--- src/cvrt_pkg.sv ---
// Package of constants and types for the vector and ROM table logic
package cvrt_pkg;
  localparam int          CVRT_PC_W        = 11;         // Program address width
  localparam logic [10:0] CVRT_RESET_VEC   = 11'h000;    // Reset vector word
  localparam logic [10:0] CVRT_IRQ_VEC     = 11'h008;    // Interrupt vector word
  localparam int          CVRT_STACK_DEPTH = 8;          // Return stack levels
  localparam int          CVRT_SP_W        = 3;          // Stack pointer width
  localparam logic [2:0]  CVRT_SP_MAX      = 3'h7;       // Deepest stack slot
  localparam logic [7:0]  CVRT_BYTE_ZERO   = 8'h00;      // Reset byte value
  localparam int          CVRT_TO_BIT      = 4;          // Time-out flag bit
  localparam int          CVRT_PD_BIT      = 5;          // Power-down flag bit
  localparam logic [7:0]  CVRT_KEEP_MASK   = 8'h30;      // Bits kept on restore
  localparam logic [3:0]  CVRT_PCH_W_MASK  = 4'h7;       // High byte fetch bits

  // Reset causes
  typedef enum logic [1:0] {
    CVRT_RST_POWER,
    CVRT_RST_WDOG,
    CVRT_RST_EXT
  } cvrt_rst_type;

  // Operations presented by the decoder
  typedef enum logic [2:0] {
    CVRT_OP_STEP,
    CVRT_OP_IRQ,
    CVRT_OP_RETURN_FROM_INTERRUPT,
    CVRT_OP_SAVE,
    CVRT_OP_RESTORE,
    CVRT_OP_TABLE,
    CVRT_OP_PCL_ADD,
    CVRT_OP_PCL_SUB
  } cvrt_op_type;

  // Fetch sequencer states
  typedef enum logic [1:0] {
    CVRT_ST_RESET,
    CVRT_ST_RUN,
    CVRT_ST_TABLE
  } cvrt_state_type;

  // Word address from a high and a low byte, cut to fetch width
  function automatic logic [10:0] cvrt_word_addr(input logic [7:0] hi,
                                                 input logic [7:0] lo);
    logic [15:0] full;
    full = {hi, lo};
    return full[10:0];
  endfunction
endpackage : cvrt_pkg

--- src/cvrt_stack_if.sv ---
// Interface between the sequencer and its return-address stack
`timescale 1ns/100ps
`default_nettype none
interface cvrt_stack_if;
  import cvrt_pkg::*;
  logic        push;   // Store a return address
  logic        pop;    // Take the latest address back
  logic [10:0] wdata;  // Address to store
  logic [10:0] rdata;  // Latest stored address
  modport seq (output push, output pop, output wdata, input rdata);
  modport stk (input push, input pop, input wdata, output rdata);
endinterface : cvrt_stack_if
`default_nettype wire

--- src/cvrt_stack.sv ---
// Eight-level circular return-address stack
`timescale 1ns/100ps
`default_nettype none
module cvrt_stack
  import cvrt_pkg::*;
(
  input  wire logic  clk_in,      // Instruction clock
  input  wire logic  reset_n_in,  // Async reset, active low
  cvrt_stack_if.stk  stk          // Push and pop port
);
  logic [10:0]  mem_ff [CVRT_STACK_DEPTH];  // Stored addresses
  logic [2:0]   sp_ff;                      // Next free slot
  logic [2:0]   top_idx;                    // Latest slot

  assign top_idx   = sp_ff - 3'h1;
  assign stk.rdata = mem_ff[top_idx];

  // Pointer wraps; an overflowing push drops the oldest entry silently
  always_ff @(posedge clk_in or negedge reset_n_in) begin
    if (!reset_n_in) begin
      sp_ff <= '0;
    end else if (stk.push) begin
      sp_ff <= sp_ff + 3'h1;
    end else if (stk.pop) begin
      sp_ff <= top_idx;
    end
  end

  // Storage is not reset, software never reads an empty slot
  always_ff @(posedge clk_in) begin
    if (stk.push) begin
      mem_ff[sp_ff] <= stk.wdata;
    end
  end
endmodule : cvrt_stack
`default_nettype wire

--- src/cvrt_core.sv ---
// Program sequencer: vectors, return stack, shadow save, table reads
// Summary of operation
// - Any reset loads defaults, fetches from zero
// - Reset vector is the single word zero
// - Reset cause sets time-out and power-down flags
// - Interrupt pushes PC, fetches interrupt vector
// - Save copies value and flags, restore all but cause flags, PC steps one
// - Shadow buffer has exactly one level
// - Table address is middle index then low
// - Table low byte to value, high to data
// - Low index increment never carries upward
// - Value added to PC low picks jump entry
// - Carry from PC low add bumps high byte
// - Borrow from PC low subtract leaves high
// - Return stack holds eight levels
`timescale 1ns/100ps
`default_nettype none
module cvrt_core
  import cvrt_pkg::*;
(
  input  wire logic         clk_in,          // Instruction clock, 40 MHz
  input  wire logic         reset_n_in,      // Async reset, active low
  input  wire cvrt_rst_type rst_cause_in,    // Cause of the last reset
  input  wire logic         op_valid_in,     // Operation present this cycle
  input  wire cvrt_op_type  op_in,           // Operation code
  input  wire logic [7:0]   op_value_in,     // Operand for PC low arithmetic
  input  wire logic         idx_lo_inc_in,   // Increment low index
  input  wire logic         idx_lo_wr_in,    // Load low index
  input  wire logic         idx_mid_wr_in,   // Load middle index
  input  wire logic [7:0]   idx_data_in,     // Index load data
  input  wire logic         value_wr_in,     // Load working value
  input  wire logic         flags_wr_in,     // Load flag byte
  input  wire logic [7:0]   wdata_in,        // Value or flag load data
  input  wire logic [15:0]  rom_data_in,     // Word read from ROM
  output logic [10:0]       rom_addr_out,    // ROM word address
  output logic [7:0]        working_value_out,   // Accumulator
  output logic [7:0]        status_flag_byte_out, // Flag byte
  output logic [7:0]        table_high_out,  // High byte of table word
  output logic [7:0]        idx_lo_out,      // Low index register
  output logic [7:0]        idx_mid_out,     // Middle index register
  output logic              busy_out         // Table read in progress
);
  cvrt_state_type state_ff;        // Sequencer state
  logic [7:0]     pc_low_byte;     // Low byte of program counter
  logic [2:0]     pc_high_byte;    // High bits of program counter
  logic [7:0]     shadow_val_ff;   // One-level saved value
  logic [7:0]     shadow_flg_ff;   // One-level saved flags
  logic [10:0]    pc_ret_ff;       // Fetch address held during a table read
  logic [8:0]     pcl_sum;         // Low byte add with carry
  logic [8:0]     pcl_dif;         // Low byte subtract with borrow
  logic           is_op;           // Helper: operation of a kind
  cvrt_stack_if   stk_if ();       // Stack connection

  assign pc_low_byte  = rom_addr_out[7:0];
  assign pc_high_byte = rom_addr_out[10:8];
  assign pcl_sum = {1'b0, pc_low_byte} + {1'b0, op_value_in};
  assign pcl_dif = {1'b0, pc_low_byte} - {1'b0, op_value_in};
  assign is_op   = op_valid_in && (state_ff == CVRT_ST_RUN);

  // Stack driven by interrupt entry and return
  assign stk_if.push  = is_op && (op_in == CVRT_OP_IRQ);
  assign stk_if.pop   = is_op && (op_in == CVRT_OP_RETURN_FROM_INTERRUPT);
  assign stk_if.wdata = rom_addr_out;

  cvrt_stack u_stack (
    .clk_in     (clk_in),
    .reset_n_in (reset_n_in),
    .stk        (stk_if.stk)
  );

  // Sequencer: a table read takes one extra cycle on the ROM port
  always_ff @(posedge clk_in or negedge reset_n_in) begin
    if (!reset_n_in) begin
      state_ff <= CVRT_ST_RESET;
    end else begin
      unique case (state_ff)
        CVRT_ST_RESET: begin
          state_ff <= CVRT_ST_RUN;
        end
        CVRT_ST_RUN: begin
          if (op_valid_in && op_in == CVRT_OP_TABLE) begin
            state_ff <= CVRT_ST_TABLE;
          end
        end
        CVRT_ST_TABLE: begin
          state_ff <= CVRT_ST_RUN;
        end
      endcase
    end
  end

  // Program counter and ROM address
  always_ff @(posedge clk_in or negedge reset_n_in) begin
    if (!reset_n_in) begin
      rom_addr_out <= CVRT_RESET_VEC;
      pc_ret_ff    <= CVRT_RESET_VEC;
    end else if (state_ff == CVRT_ST_TABLE) begin
      rom_addr_out <= pc_ret_ff + 11'h001;  // Resume after the read
    end else if (state_ff == CVRT_ST_RESET) begin
      rom_addr_out <= CVRT_RESET_VEC;
    end else if (op_valid_in) begin
      unique case (op_in)
        CVRT_OP_IRQ:     rom_addr_out <= CVRT_IRQ_VEC;
        CVRT_OP_RETURN_FROM_INTERRUPT:    rom_addr_out <= stk_if.rdata;
        CVRT_OP_TABLE: begin
          pc_ret_ff    <= rom_addr_out;
          rom_addr_out <= cvrt_word_addr(idx_mid_out, idx_lo_out);
        end
        CVRT_OP_PCL_ADD: begin
          // Carry bumps the high bits; wrap past the top is dropped
          rom_addr_out <= {pc_high_byte + {2'b00, pcl_sum[8]},
                           pcl_sum[7:0]};
        end
        CVRT_OP_PCL_SUB: begin
          rom_addr_out <= {pc_high_byte, pcl_dif[7:0]};
        end
        default:         rom_addr_out <= rom_addr_out + 11'h001;
      endcase
    end else begin
      rom_addr_out <= rom_addr_out + 11'h001;
    end
  end

  // Index registers; low increment has no carry path
  always_ff @(posedge clk_in or negedge reset_n_in) begin
    if (!reset_n_in) begin
      idx_lo_out  <= CVRT_BYTE_ZERO;
      idx_mid_out <= CVRT_BYTE_ZERO;
    end else begin
      if (idx_lo_wr_in) begin
        idx_lo_out <= idx_data_in;
      end else if (idx_lo_inc_in) begin
        idx_lo_out <= idx_lo_out + 8'h01;
      end
      if (idx_mid_wr_in) begin
        idx_mid_out <= idx_data_in;
      end
    end
  end

  // Working value and table high byte
  always_ff @(posedge clk_in or negedge reset_n_in) begin
    if (!reset_n_in) begin
      working_value_out <= CVRT_BYTE_ZERO;
      table_high_out    <= CVRT_BYTE_ZERO;
    end else if (state_ff == CVRT_ST_TABLE) begin
      working_value_out <= rom_data_in[7:0];
      table_high_out    <= rom_data_in[15:8];
    end else if (is_op && op_in == CVRT_OP_RESTORE) begin
      working_value_out <= shadow_val_ff;
    end else if (value_wr_in) begin
      working_value_out <= wdata_in;
    end
  end

  // Flag byte; cause flags are owned by reset, not by restore
  always_ff @(posedge clk_in or negedge reset_n_in) begin
    if (!reset_n_in) begin
      status_flag_byte_out <= CVRT_BYTE_ZERO;
    end else if (state_ff == CVRT_ST_RESET) begin
      // Cause captured after release, never under the async reset
      status_flag_byte_out[CVRT_TO_BIT] <=
        (rst_cause_in != CVRT_RST_WDOG);
      status_flag_byte_out[CVRT_PD_BIT] <=
        (rst_cause_in == CVRT_RST_EXT);
    end else if (is_op && op_in == CVRT_OP_RESTORE) begin
      status_flag_byte_out <= (shadow_flg_ff & ~CVRT_KEEP_MASK) |
                              (status_flag_byte_out & CVRT_KEEP_MASK);
    end else if (flags_wr_in) begin
      status_flag_byte_out <= (wdata_in & ~CVRT_KEEP_MASK) |
                              (status_flag_byte_out & CVRT_KEEP_MASK);
    end
  end

  // Single shadow slot; a second save overwrites the first
  always_ff @(posedge clk_in or negedge reset_n_in) begin
    if (!reset_n_in) begin
      shadow_val_ff <= CVRT_BYTE_ZERO;
      shadow_flg_ff <= CVRT_BYTE_ZERO;
    end else if (is_op && op_in == CVRT_OP_SAVE) begin
      shadow_val_ff <= working_value_out;
      shadow_flg_ff <= status_flag_byte_out;
    end
  end

  // Busy during the table data cycle
  always_ff @(posedge clk_in or negedge reset_n_in) begin
    if (!reset_n_in) begin
      busy_out <= 1'b1;
    end else begin
      busy_out <= (state_ff == CVRT_ST_RUN) && op_valid_in &&
                  (op_in == CVRT_OP_TABLE);
    end
  end

  // Checks
  // Fetch restarts at the reset vector after release
  AST_RESET_VEC: assert property (
    @(posedge clk_in) disable iff (!reset_n_in)
    state_ff == CVRT_ST_RESET |=> rom_addr_out == CVRT_RESET_VEC)
    else $error("fetch not at reset vector");
  // Taken interrupt always lands on its vector
  AST_IRQ_VEC: assert property (
    @(posedge clk_in) disable iff (!reset_n_in)
    stk_if.push |=> rom_addr_out == CVRT_IRQ_VEC)
    else $error("interrupt vector missed");
  // Immediate return comes back where the interrupt left
  AST_RETURN_FROM_INTERRUPT: assert property (
    @(posedge clk_in) disable iff (!reset_n_in)
    (stk_if.push ##1 stk_if.pop) |=> rom_addr_out == $past(rom_addr_out, 2))
    else $error("return address wrong");
  // Spare middle index bits never reach the ROM port
  AST_TABLE_ADDR: assert property (
    @(posedge clk_in) disable iff (!reset_n_in)
    is_op && op_in == CVRT_OP_TABLE |=>
      rom_addr_out == {$past(idx_mid_out[2:0]), $past(idx_lo_out)})
    else $error("table address wrong");
  AST_TABLE_DATA: assert property (
    @(posedge clk_in) disable iff (!reset_n_in)
    state_ff == CVRT_ST_TABLE |=>
      working_value_out == $past(rom_data_in[7:0]) &&
      table_high_out == $past(rom_data_in[15:8]))
    else $error("table data wrong");
  // Software owns the middle index, hardware never carries
  AST_NO_CARRY: assert property (
    @(posedge clk_in) disable iff (!reset_n_in)
    idx_lo_inc_in && !idx_lo_wr_in && !idx_mid_wr_in |=>
      idx_mid_out == $past(idx_mid_out))
    else $error("low index carried");
  AST_PCL_CARRY: assert property (
    @(posedge clk_in) disable iff (!reset_n_in)
    is_op && op_in == CVRT_OP_PCL_ADD && pcl_sum[8] |=>
      pc_high_byte == $past(pc_high_byte) + 3'h1)
    else $error("carry did not bump high");
  AST_PCL_BORROW: assert property (
    @(posedge clk_in) disable iff (!reset_n_in)
    is_op && op_in == CVRT_OP_PCL_SUB |=>
      pc_high_byte == $past(pc_high_byte))
    else $error("borrow changed high");
  // Restore brings the value back but leaves the cause flags
  AST_SAVE_RESTORE: assert property (
    @(posedge clk_in) disable iff (!reset_n_in)
    is_op && op_in == CVRT_OP_RESTORE |=>
      working_value_out == $past(shadow_val_ff) &&
      status_flag_byte_out[CVRT_PD_BIT:CVRT_TO_BIT] ==
        $past(status_flag_byte_out[CVRT_PD_BIT:CVRT_TO_BIT]))
    else $error("restore value wrong");
  AST_CAUSE: assert property (
    @(posedge clk_in) disable iff (!reset_n_in)
    state_ff == CVRT_ST_RESET && rst_cause_in == CVRT_RST_WDOG |=>
      !status_flag_byte_out[CVRT_TO_BIT] &&
      !status_flag_byte_out[CVRT_PD_BIT])
    else $error("reset cause flags wrong");
  COV_IRQ: cover property (@(posedge clk_in) stk_if.push ##[1:20] stk_if.pop);
  COV_TABLE: cover property (@(posedge clk_in) state_ff == CVRT_ST_TABLE);
  COV_CARRY: cover property (@(posedge clk_in)
    is_op && op_in == CVRT_OP_PCL_ADD && pcl_sum[8]);
endmodule : cvrt_core
`default_nettype wire

--- config.mk ---
export PLATFORM = sky130hd
export DESIGN_NAME = cvrt_core
export DESIGN_NICKNAME = d
export VERILOG_FILES = /design/src/cvrt_pkg.sv /design/src/cvrt_stack_if.sv /design/src/cvrt_stack.sv /design/src/cvrt_core.sv
export SDC_FILE = /design/constraint.sdc
export NUM_CORES = 1
export LEC_CHECK = 0
export BUFFER_PORTS_ARGS = -buffer_cell sky130_fd_sc_hd__buf_2
export CAP_MARGIN = 10
export CORE_MARGIN = 2
export CORE_UTILIZATION = 30
export CTS_CLUSTER_DIAMETER = 80
export CTS_CLUSTER_SIZE = 25
export DETAILED_ROUTE_END_ITERATION = 6
export GPL_ROUTABILITY_DRIVEN = 0
export SETUP_SLACK_MARGIN = 0.15
export SLEW_MARGIN = 20
export SYNTH_ARGS = -nofsm -noshare
export SYNTH_HDL_FRONTEND = slang
export SYNTH_SLANG_ARGS = --single-unit
--- constraint.sdc ---
create_clock -name clk_in -period 4.3 [get_ports clk_in]
set_input_delay 0.86 -clock clk_in [delete_from_list [all_inputs] [get_ports clk_in]]
set_output_delay 0.86 -clock clk_in [all_outputs]
set_load 0.02 [all_outputs]
======== After elaboration in Yosys (flattened, before gate mapping) ========
Memory sizes are Yosys's and may differ from the RTL's.
Index checks and enable logic that the tools add are counted.
cells by class
  multiplexer cells ....................... 18
  shift-type cells ........................ 0
  div/mod/pow operators ................... 0
  reductions and logical operators ........ 16
  order comparisons ....................... 0
  bitwise operators ....................... 4
  multipliers ............................. 0
  equal/unequal tests ..................... 13
  add/subtract/negate cells ............... 8
operator list
  operator                                               count
  two-way mux 8 bit                                      7
  case mux 11 bit (5 select lines)                       1
  two-way mux 11 bit                                     3
  adder 11 x 1 -> 11 bit, second input constant          2
  bitwise OR 8 x 6 -> 8 bit                              2
  equality test 3 bit, second input constant             4
  adder 8 x 8 -> 9 bit                                   1
  adder 8 x 1 -> 8 bit, second input constant            1
  subtractor 8 bit                                       1
  logical AND 1 bit                                      7
  equality test 3 x 2 -> 1 bit, second input constant    2
  two-way mux 3 bit                                      2
  nonzero test 2 bit                                     3
  nonzero test 3 bit                                     2
  equality test 2 bit, second input constant             2
  two-way mux 2 bit                                      2
  inequality test 2 x 1 -> 1 bit, second input constant  2
  inequality test 4 bit, second input constant           1
  case mux 2 bit (2 select lines)                        1
  AND reduction 4 bit                                    1
  adder 3 x 1 -> 3 bit                                   1
  adder 3 x 1 -> 3 bit, second input constant            1
  equality test 3 x 1 -> 1 bit, second input constant    1
  subtractor 3 x 1 -> 3 bit, second input constant       1
  other kinds (6)                                        8
storage, ports and cells
  bits in latches ......................... 0
  bits in registers ....................... 84
  memories ................................ 1
  RAM bits ................................ 88
  bits of input ports ..................... 53
  ROM bits ................................ 0
memories
  memory          words  bits a word  rd ports  clocked after memory_dff  write ports  RTL line          text
  u_stack.mem_ff  8      11           1         0                         1            cvrt_stack.sv:11  logic [10:0] mem_ff [CVRT_STACK_DEPTH];

======== Logic depth before layout (Yosys ltp) ========
  depth after elaboration ................. 6
  depth in mapped cells ................... 15

======== Modules after synthesis ========
From an unflattened synthesis, not the netlist that was laid out.
unflattened totals
  cell total of the unflattened synthesis .. 742
  area total of the unflattened synthesis .. 8531.9 um2
by module, submodules not included
  module      cells an instance  times used  seq. area each (um2)  area an instance (um2)
  cvrt_core   510                1           1978.1                4779.6
  cvrt_stack  232                1           2717.6                3752.3

======== Worst setup path after synthesis ========
No wires, ideal clock.
  kind .................................... input to register
  from .................................... input port op_value_in[0]
  to ...................................... register rom_addr_out[9]
  data required time ...................... 4.174 ns
  setup time .............................. 0.126 ns
  stages on the path ...................... 15
  arrival ................................. 3.290 ns
  setup slack ............................. 0.884 ns
  path through ............................ ha_1 -> inv_1 -> fa_1 -> o21bai_1 -> a21oi_1 -> o311a_1 -> o21ai_0 -> a21o_1 -> ha_1 -> ha_1 -> inv_1 -> o22ai_1 -> a221oi_1 -> a211oi_1 -> a221o_1
on the way
  cells in the longest elaborated chain, start to end .. 6
RTL lines
  what                              RTL line          text
  from (decl)                       cvrt_core.sv:26   input wire logic [7:0] op_value_in,
  adder 8 x 8 -> 9 bit              cvrt_core.sv:56   assign pcl_sum = {1'b0, pc_low_byte} + {1'b0, op_value_in};
  adder 3 x 1 -> 3 bit              cvrt_core.sv:111  rom_addr_out <= {pc_high_byte + {2'b00, pcl_sum[8]},
  case mux 11 bit (5 select lines)  cvrt_core.sv:102  unique case (op_in)
  two-way mux 11 bit                cvrt_core.sv:101  end else if (op_valid_in) begin
  two-way mux 11 bit                cvrt_core.sv:99   end else if (state_ff == CVRT_ST_RESET) begin
  two-way mux 11 bit                cvrt_core.sv:97   end else if (state_ff == CVRT_ST_TABLE) begin
  to (signal assigned)              cvrt_core.sv:98   rom_addr_out <= pc_ret_ff + 11'h001;
  to (signal assigned)              cvrt_core.sv:104  CVRT_OP_RETURN_FROM_INTERRUPT: rom_addr_out <= stk_if.rdata;
  to (signal assigned)              cvrt_core.sv:107  rom_addr_out <= cvrt_word_addr(idx_mid_out, idx_lo_out);
  to (decl)                         cvrt_core.sv:35   output logic [10:0] rom_addr_out,
No other way between the ends.
A chain may end at the register's enable or synchronous reset.

======== Worst setup path in the final report ========
  from .................................... register rom_addr_out[0]
  to ...................................... register rom_addr_out[9]
on the way
  cells in the longest elaborated chain, start to end .. 6
  elaborated cells on any way between the ends .. 7
  classes of those cells .................. add/sub: 3; mux: 4
RTL lines
  what                              RTL line
  adder 8 x 8 -> 9 bit              cvrt_core.sv:56
  adder 3 x 1 -> 3 bit              cvrt_core.sv:111
  case mux 11 bit (5 select lines)  cvrt_core.sv:102
  two-way mux 11 bit *              cvrt_core.sv:101
  two-way mux 11 bit *              cvrt_core.sv:99
  two-way mux 11 bit *              cvrt_core.sv:97
Mark *: on every way between the ends. The rest lies on a longest branch, timed or not.

==> summary.md <==
| Metric | Value |
|---|---|
| Outcome | completed |
| Critical Path Start Type | flip-flop |
| Cells along the critical path | buf_4, ha_1, inv_1, fa_1, o21bai_1, a21oi_1, o311a_1, o21ai_0, a21o_1, ha_1, ha_1, inv_1, o22ai_1, a221oi_1, a211oi_1, a221o_1 |
| Final Skew | 14.42 ps |
| Layout Utilization | 36.18% |
| Slowest Stage Delay on Critical Path | 400 ps |
| Count of unique library cells instantiated by Yosys | 63 |
| Later-pin clock latency in the skew report | 440 ps |
| Hold_buf cts | 0 |
| First-pass GRT wire length | 32.53 mm |
| First-pass DRT Iterations | 5 |
| Largest net degree at the start of global routing | between 80 and 90 |
| Predominant post-synthesis flop cell | edfxtp_1 |
| DR iter-0 viols | about 480 |
| Vias in the first global route | between 5000 and 6000 |
| Share of the yosys chip area belonging to registers | a little under three fifths |
| Antenna-violating nets left | 0 |
| Number of I/O pins | 105 |
| Mapped Avg Cell Area | 12.32 sq um |
| Post-synth top area cell | edfxtp_1 |
| Worst slew margin | 31.95% |
| Drt drc | 0 |
| Multiplexer share of the synthesized area | 13.92% |
| Drt wl/cell | 17.99 um |
| Syn Nets | 754 |
| Leak pwr | 4.048 nW |
| Synth top area share | roughly a third |
| Width of the die | 170.7 um |
| Minimum clock period | approximately 3500 ps |
| Die ar. | 29150 sq um |
| Slowest CP cell | fa_1 |
| Xor/xnor share of the synthesized area | under 10% |
| Cell repeated most along the worst path | ha_1 |
| Synth Area in Compound Gates | roughly a tenth |
| Layout Nets | 862 |
| Fmax | between 200 and 300 MHz |
| Minimum hold slack | around 480 ps |
| WP data arrival | 3800 ps |
| Synth Register Bits | 170 |
| Antenna cells | 0 |
| Post_cts resized | 0 |
| Vias per cell | 4.943 |
| EDFF count, synth | 88 |
| Cell count after synthesis | 677 |
| Initial core utilization | 30.27% |
| Largest family of logic cells by synthesized area | multiplexers |
| Crit Path Category | flip-flop to flip-flop |
| Total Wirelength | 21.16 mm |
| Post-Synth Adder-Cell Area | approximately 3.8% |
| Cell family with most CP delay | compound AO/OA/AOI/OAI gates |
| # port buffers | 104 |
| Simple-Gate Fraction of Synth Area | 10.25% |
| Antenna violations before repair | 0 |
| H-tree Lvls | 4 |
| Final count of negative-setup-slack endpoints | 0 |
| Crit end category | flip-flop |
| Fin Setup TNS | 0 ps |
| P per Cell Area | 656.4 nW/um^2 |
| Via Count | ~5800 |
| Rows | 61 |
| Yosys warns | 0 |
| Clock-pin slew of the registers on the worst-case setup and hold paths | ~70 ps |
| Actual slew at the worst max-slew pin | 1017 ps |
| Die height | 170.7 um |
| Share of cells above drive strength 1 | 26.57% |
| RSZ-0062 raised after global routing | no |
| HPWL after DPL | between 10 and 15 mm |
| Crit share post-route | just over 80% |
| Total Routing Usage GR | between 10 and 15% |
| Synth Cell Area | 8339 sq um |
| Peak VDD IR | about 0.22 mV |
| Hold Crit Class | primary input to asynchronous set/reset pin |
| Root Buffer | clkbuf_16 |
| # Max-Cap Violations | 0 |
| Final hold vios | 0 |
| CP max FO | 18 |
| CTS Sinks | 170 |
| CP Buf/Inv Count | 3 |
| Synthesis-to-layout area growth | 19.55% |
| CP required | between 4000 and 5000 ps |
| Total grt overflow | 0 |
| Maximum buffer depth of the clock tree | 2 |
| Synth area leaders | edfxtp_1 32%, dfrtp_1 24%, mux2_2 4.6% |
| Post-synth ARST share | 48.24% |
| Slew Viols, Final | 0 |
| Number of buffers created by CTS | 17 |
| Core ar. | 27550 sq um |
| CTS tree | built |
| Postcts setup bufs | 0 |
[synthesized netlist by cell type, types with 3 or more instances]
cell type  instances
or3_1              6
a21o_1             6
a221o_1            3
inv_1             26
nor2_1            38
mux2i_1           26
xnor2_1           14
nand2_1           69
nand3_1           13
and2_1             4
clkbuf_1          25
o221ai_1           3
and3_1             7
o21ai_0           48
mux4_1             6
a21boi_0           4
mux2_2            34
buf_2              5
xor2_1            10
nand4_1            9
a211oi_1           8
mux4_2            16
a31oi_1            8
o22ai_1            4
nor3_1             9
nor2b_1           10
nand2b_1          10
ha_1              22
edfxtp_1          88
a21oi_1           22
dfrtp_1           81
[report_power, final]
part | switching, W | internal (W) | total [W]
clock | 0.000736 | 0.000842 | 0.00158
sequential | 0.000388 | 0.00215 | 0.00254
combinational | 0.00141 | 0.00103 | 0.00243
[cell families (layout without fill, tap and decap cells)]
group,count (synthesis),count (layout)
AOI/OAI and AO/OA,134,134
xor gates and xnor gates,24,24
adders and majority gates,24,24
buffers and inverters,61,182
DFF,170,170
muxes,82,82
and+or+nand+nor,182,182
[sequential cells by signal (all words and copies together) (netlist names), 2 cells and up]
name / count
status_flag_byte_out: 8
pc_ret_ff: 11
u_stack.sp_ff: 3
state_ff: 2
rom_addr_out: 11
idx_mid_out: 8
table_high_out: 8
u_stack.mem_ff: 88
working_value_out: 8
idx_lo_out: 8
shadow_val_ff: 8
shadow_flg_ff: 6
[per-stage QoR]
stage / power (W) / instance area (sq um) / std cells / setup slack [ps]
floorplan: 0.004121 / 8339 / 677 / 884.3
global placement: 0.004959 / 9346 / 1144 / 559.5
CTS: 0.006594 / 9966 / 1176 / 819.4
finish: 0.006544 / 9970 / 1176 / 807.4
global route: 0.006911 / 9970 / 1176 / 619.6
detailed placement: 0.004999 / 9346 / 1144 / 472.5
[final timing paths]
check | from | to | slack (ps) | cells past startpoint
setup / recovery | rom_addr_out[0]$_DFF_PN0_ | rom_addr_out[9]$_DFFE_PN0P_ | 810 | 16
hold / removal | reset_n_in | idx_mid_out[4]$_DFFE_PN0P_ | 480 | 1
setup reg to reg | rom_addr_out[0]$_DFF_PN0_ | rom_addr_out[9]$_DFFE_PN0P_ | 810 | 16
hold reg to reg | table_high_out[2]$_DFFE_PN0P_ | table_high_out[2]$_DFFE_PN0P_ | 480 | 2
max in group asynchronous | reset_n_in | table_high_out[6]$_DFFE_PN0P_ | 3310 | 1
min in group clk_in | table_high_out[2]$_DFFE_PN0P_ | table_high_out[2]$_DFFE_PN0P_ | 480 | 2
[layout by cell type, fill, tap and decap left out, types with 5 or more instances in the layout]
cell type  Yosys  final
ha_1          22     22
or3_1          6      6
nand4_1        9      9
inv_1         26     26
clkbuf_16      0     17
nor2b_1       10      9
buf_4          2     20
a21oi_1       22     22
buf_2          5    103
mux4_2        16     16
a21o_1         6      6
mux2_2        34     34
nand2_1       69     69
nor3_1         9      8
o21ai_0       48     48
a31oi_1        8      8
inv_8          0      5
mux4_1         6      6
a211oi_1       8      8
dfrtp_1       81     81
nand2b_1      10     10
mux2i_1       26     26
edfxtp_1      88     88
nor2_1        38     38
xnor2_1       14     14
and3_1         7      7
nand3_1       13     13
xor2_1        10     10
[worst register-to-register path: stages, from the launching register on]
cell      delay (ps)
dfrtp_1          330
buf_4            240
ha_1             210
inv_1             50
fa_1             400
o21bai_1         170
a21oi_1          120
o311a_1          320
o21ai_0          160
a21o_1           200
ha_1             170
ha_1             220
inv_1             50
o22ai_1           70
a221oi_1         320
a211oi_1          80
a221o_1          270
[cell type report]
type | instances | area [sq um]
timing repair buffer | 124 | 676.9
sequential | 170 | 4696
inverter | 26 | 97.59
clock buffer | 17 | 425.4
clock inverter | 15 | 193.9
fill | 2710 | 17580
multi-input combinational | 446 | 3407
tap | 378 | 473.0
[routing by layer]
metal	GRT usage, %	vias to the layer above	share of wire (%)
met5	0	-	0
li1	-	2723	-
met4	5.500	0	2.2
met1	19.79	2896	44
met3	2.359	29	3.9
met2	24.20	165	50
Note: power is estimated with default switching activity, not from simulation.
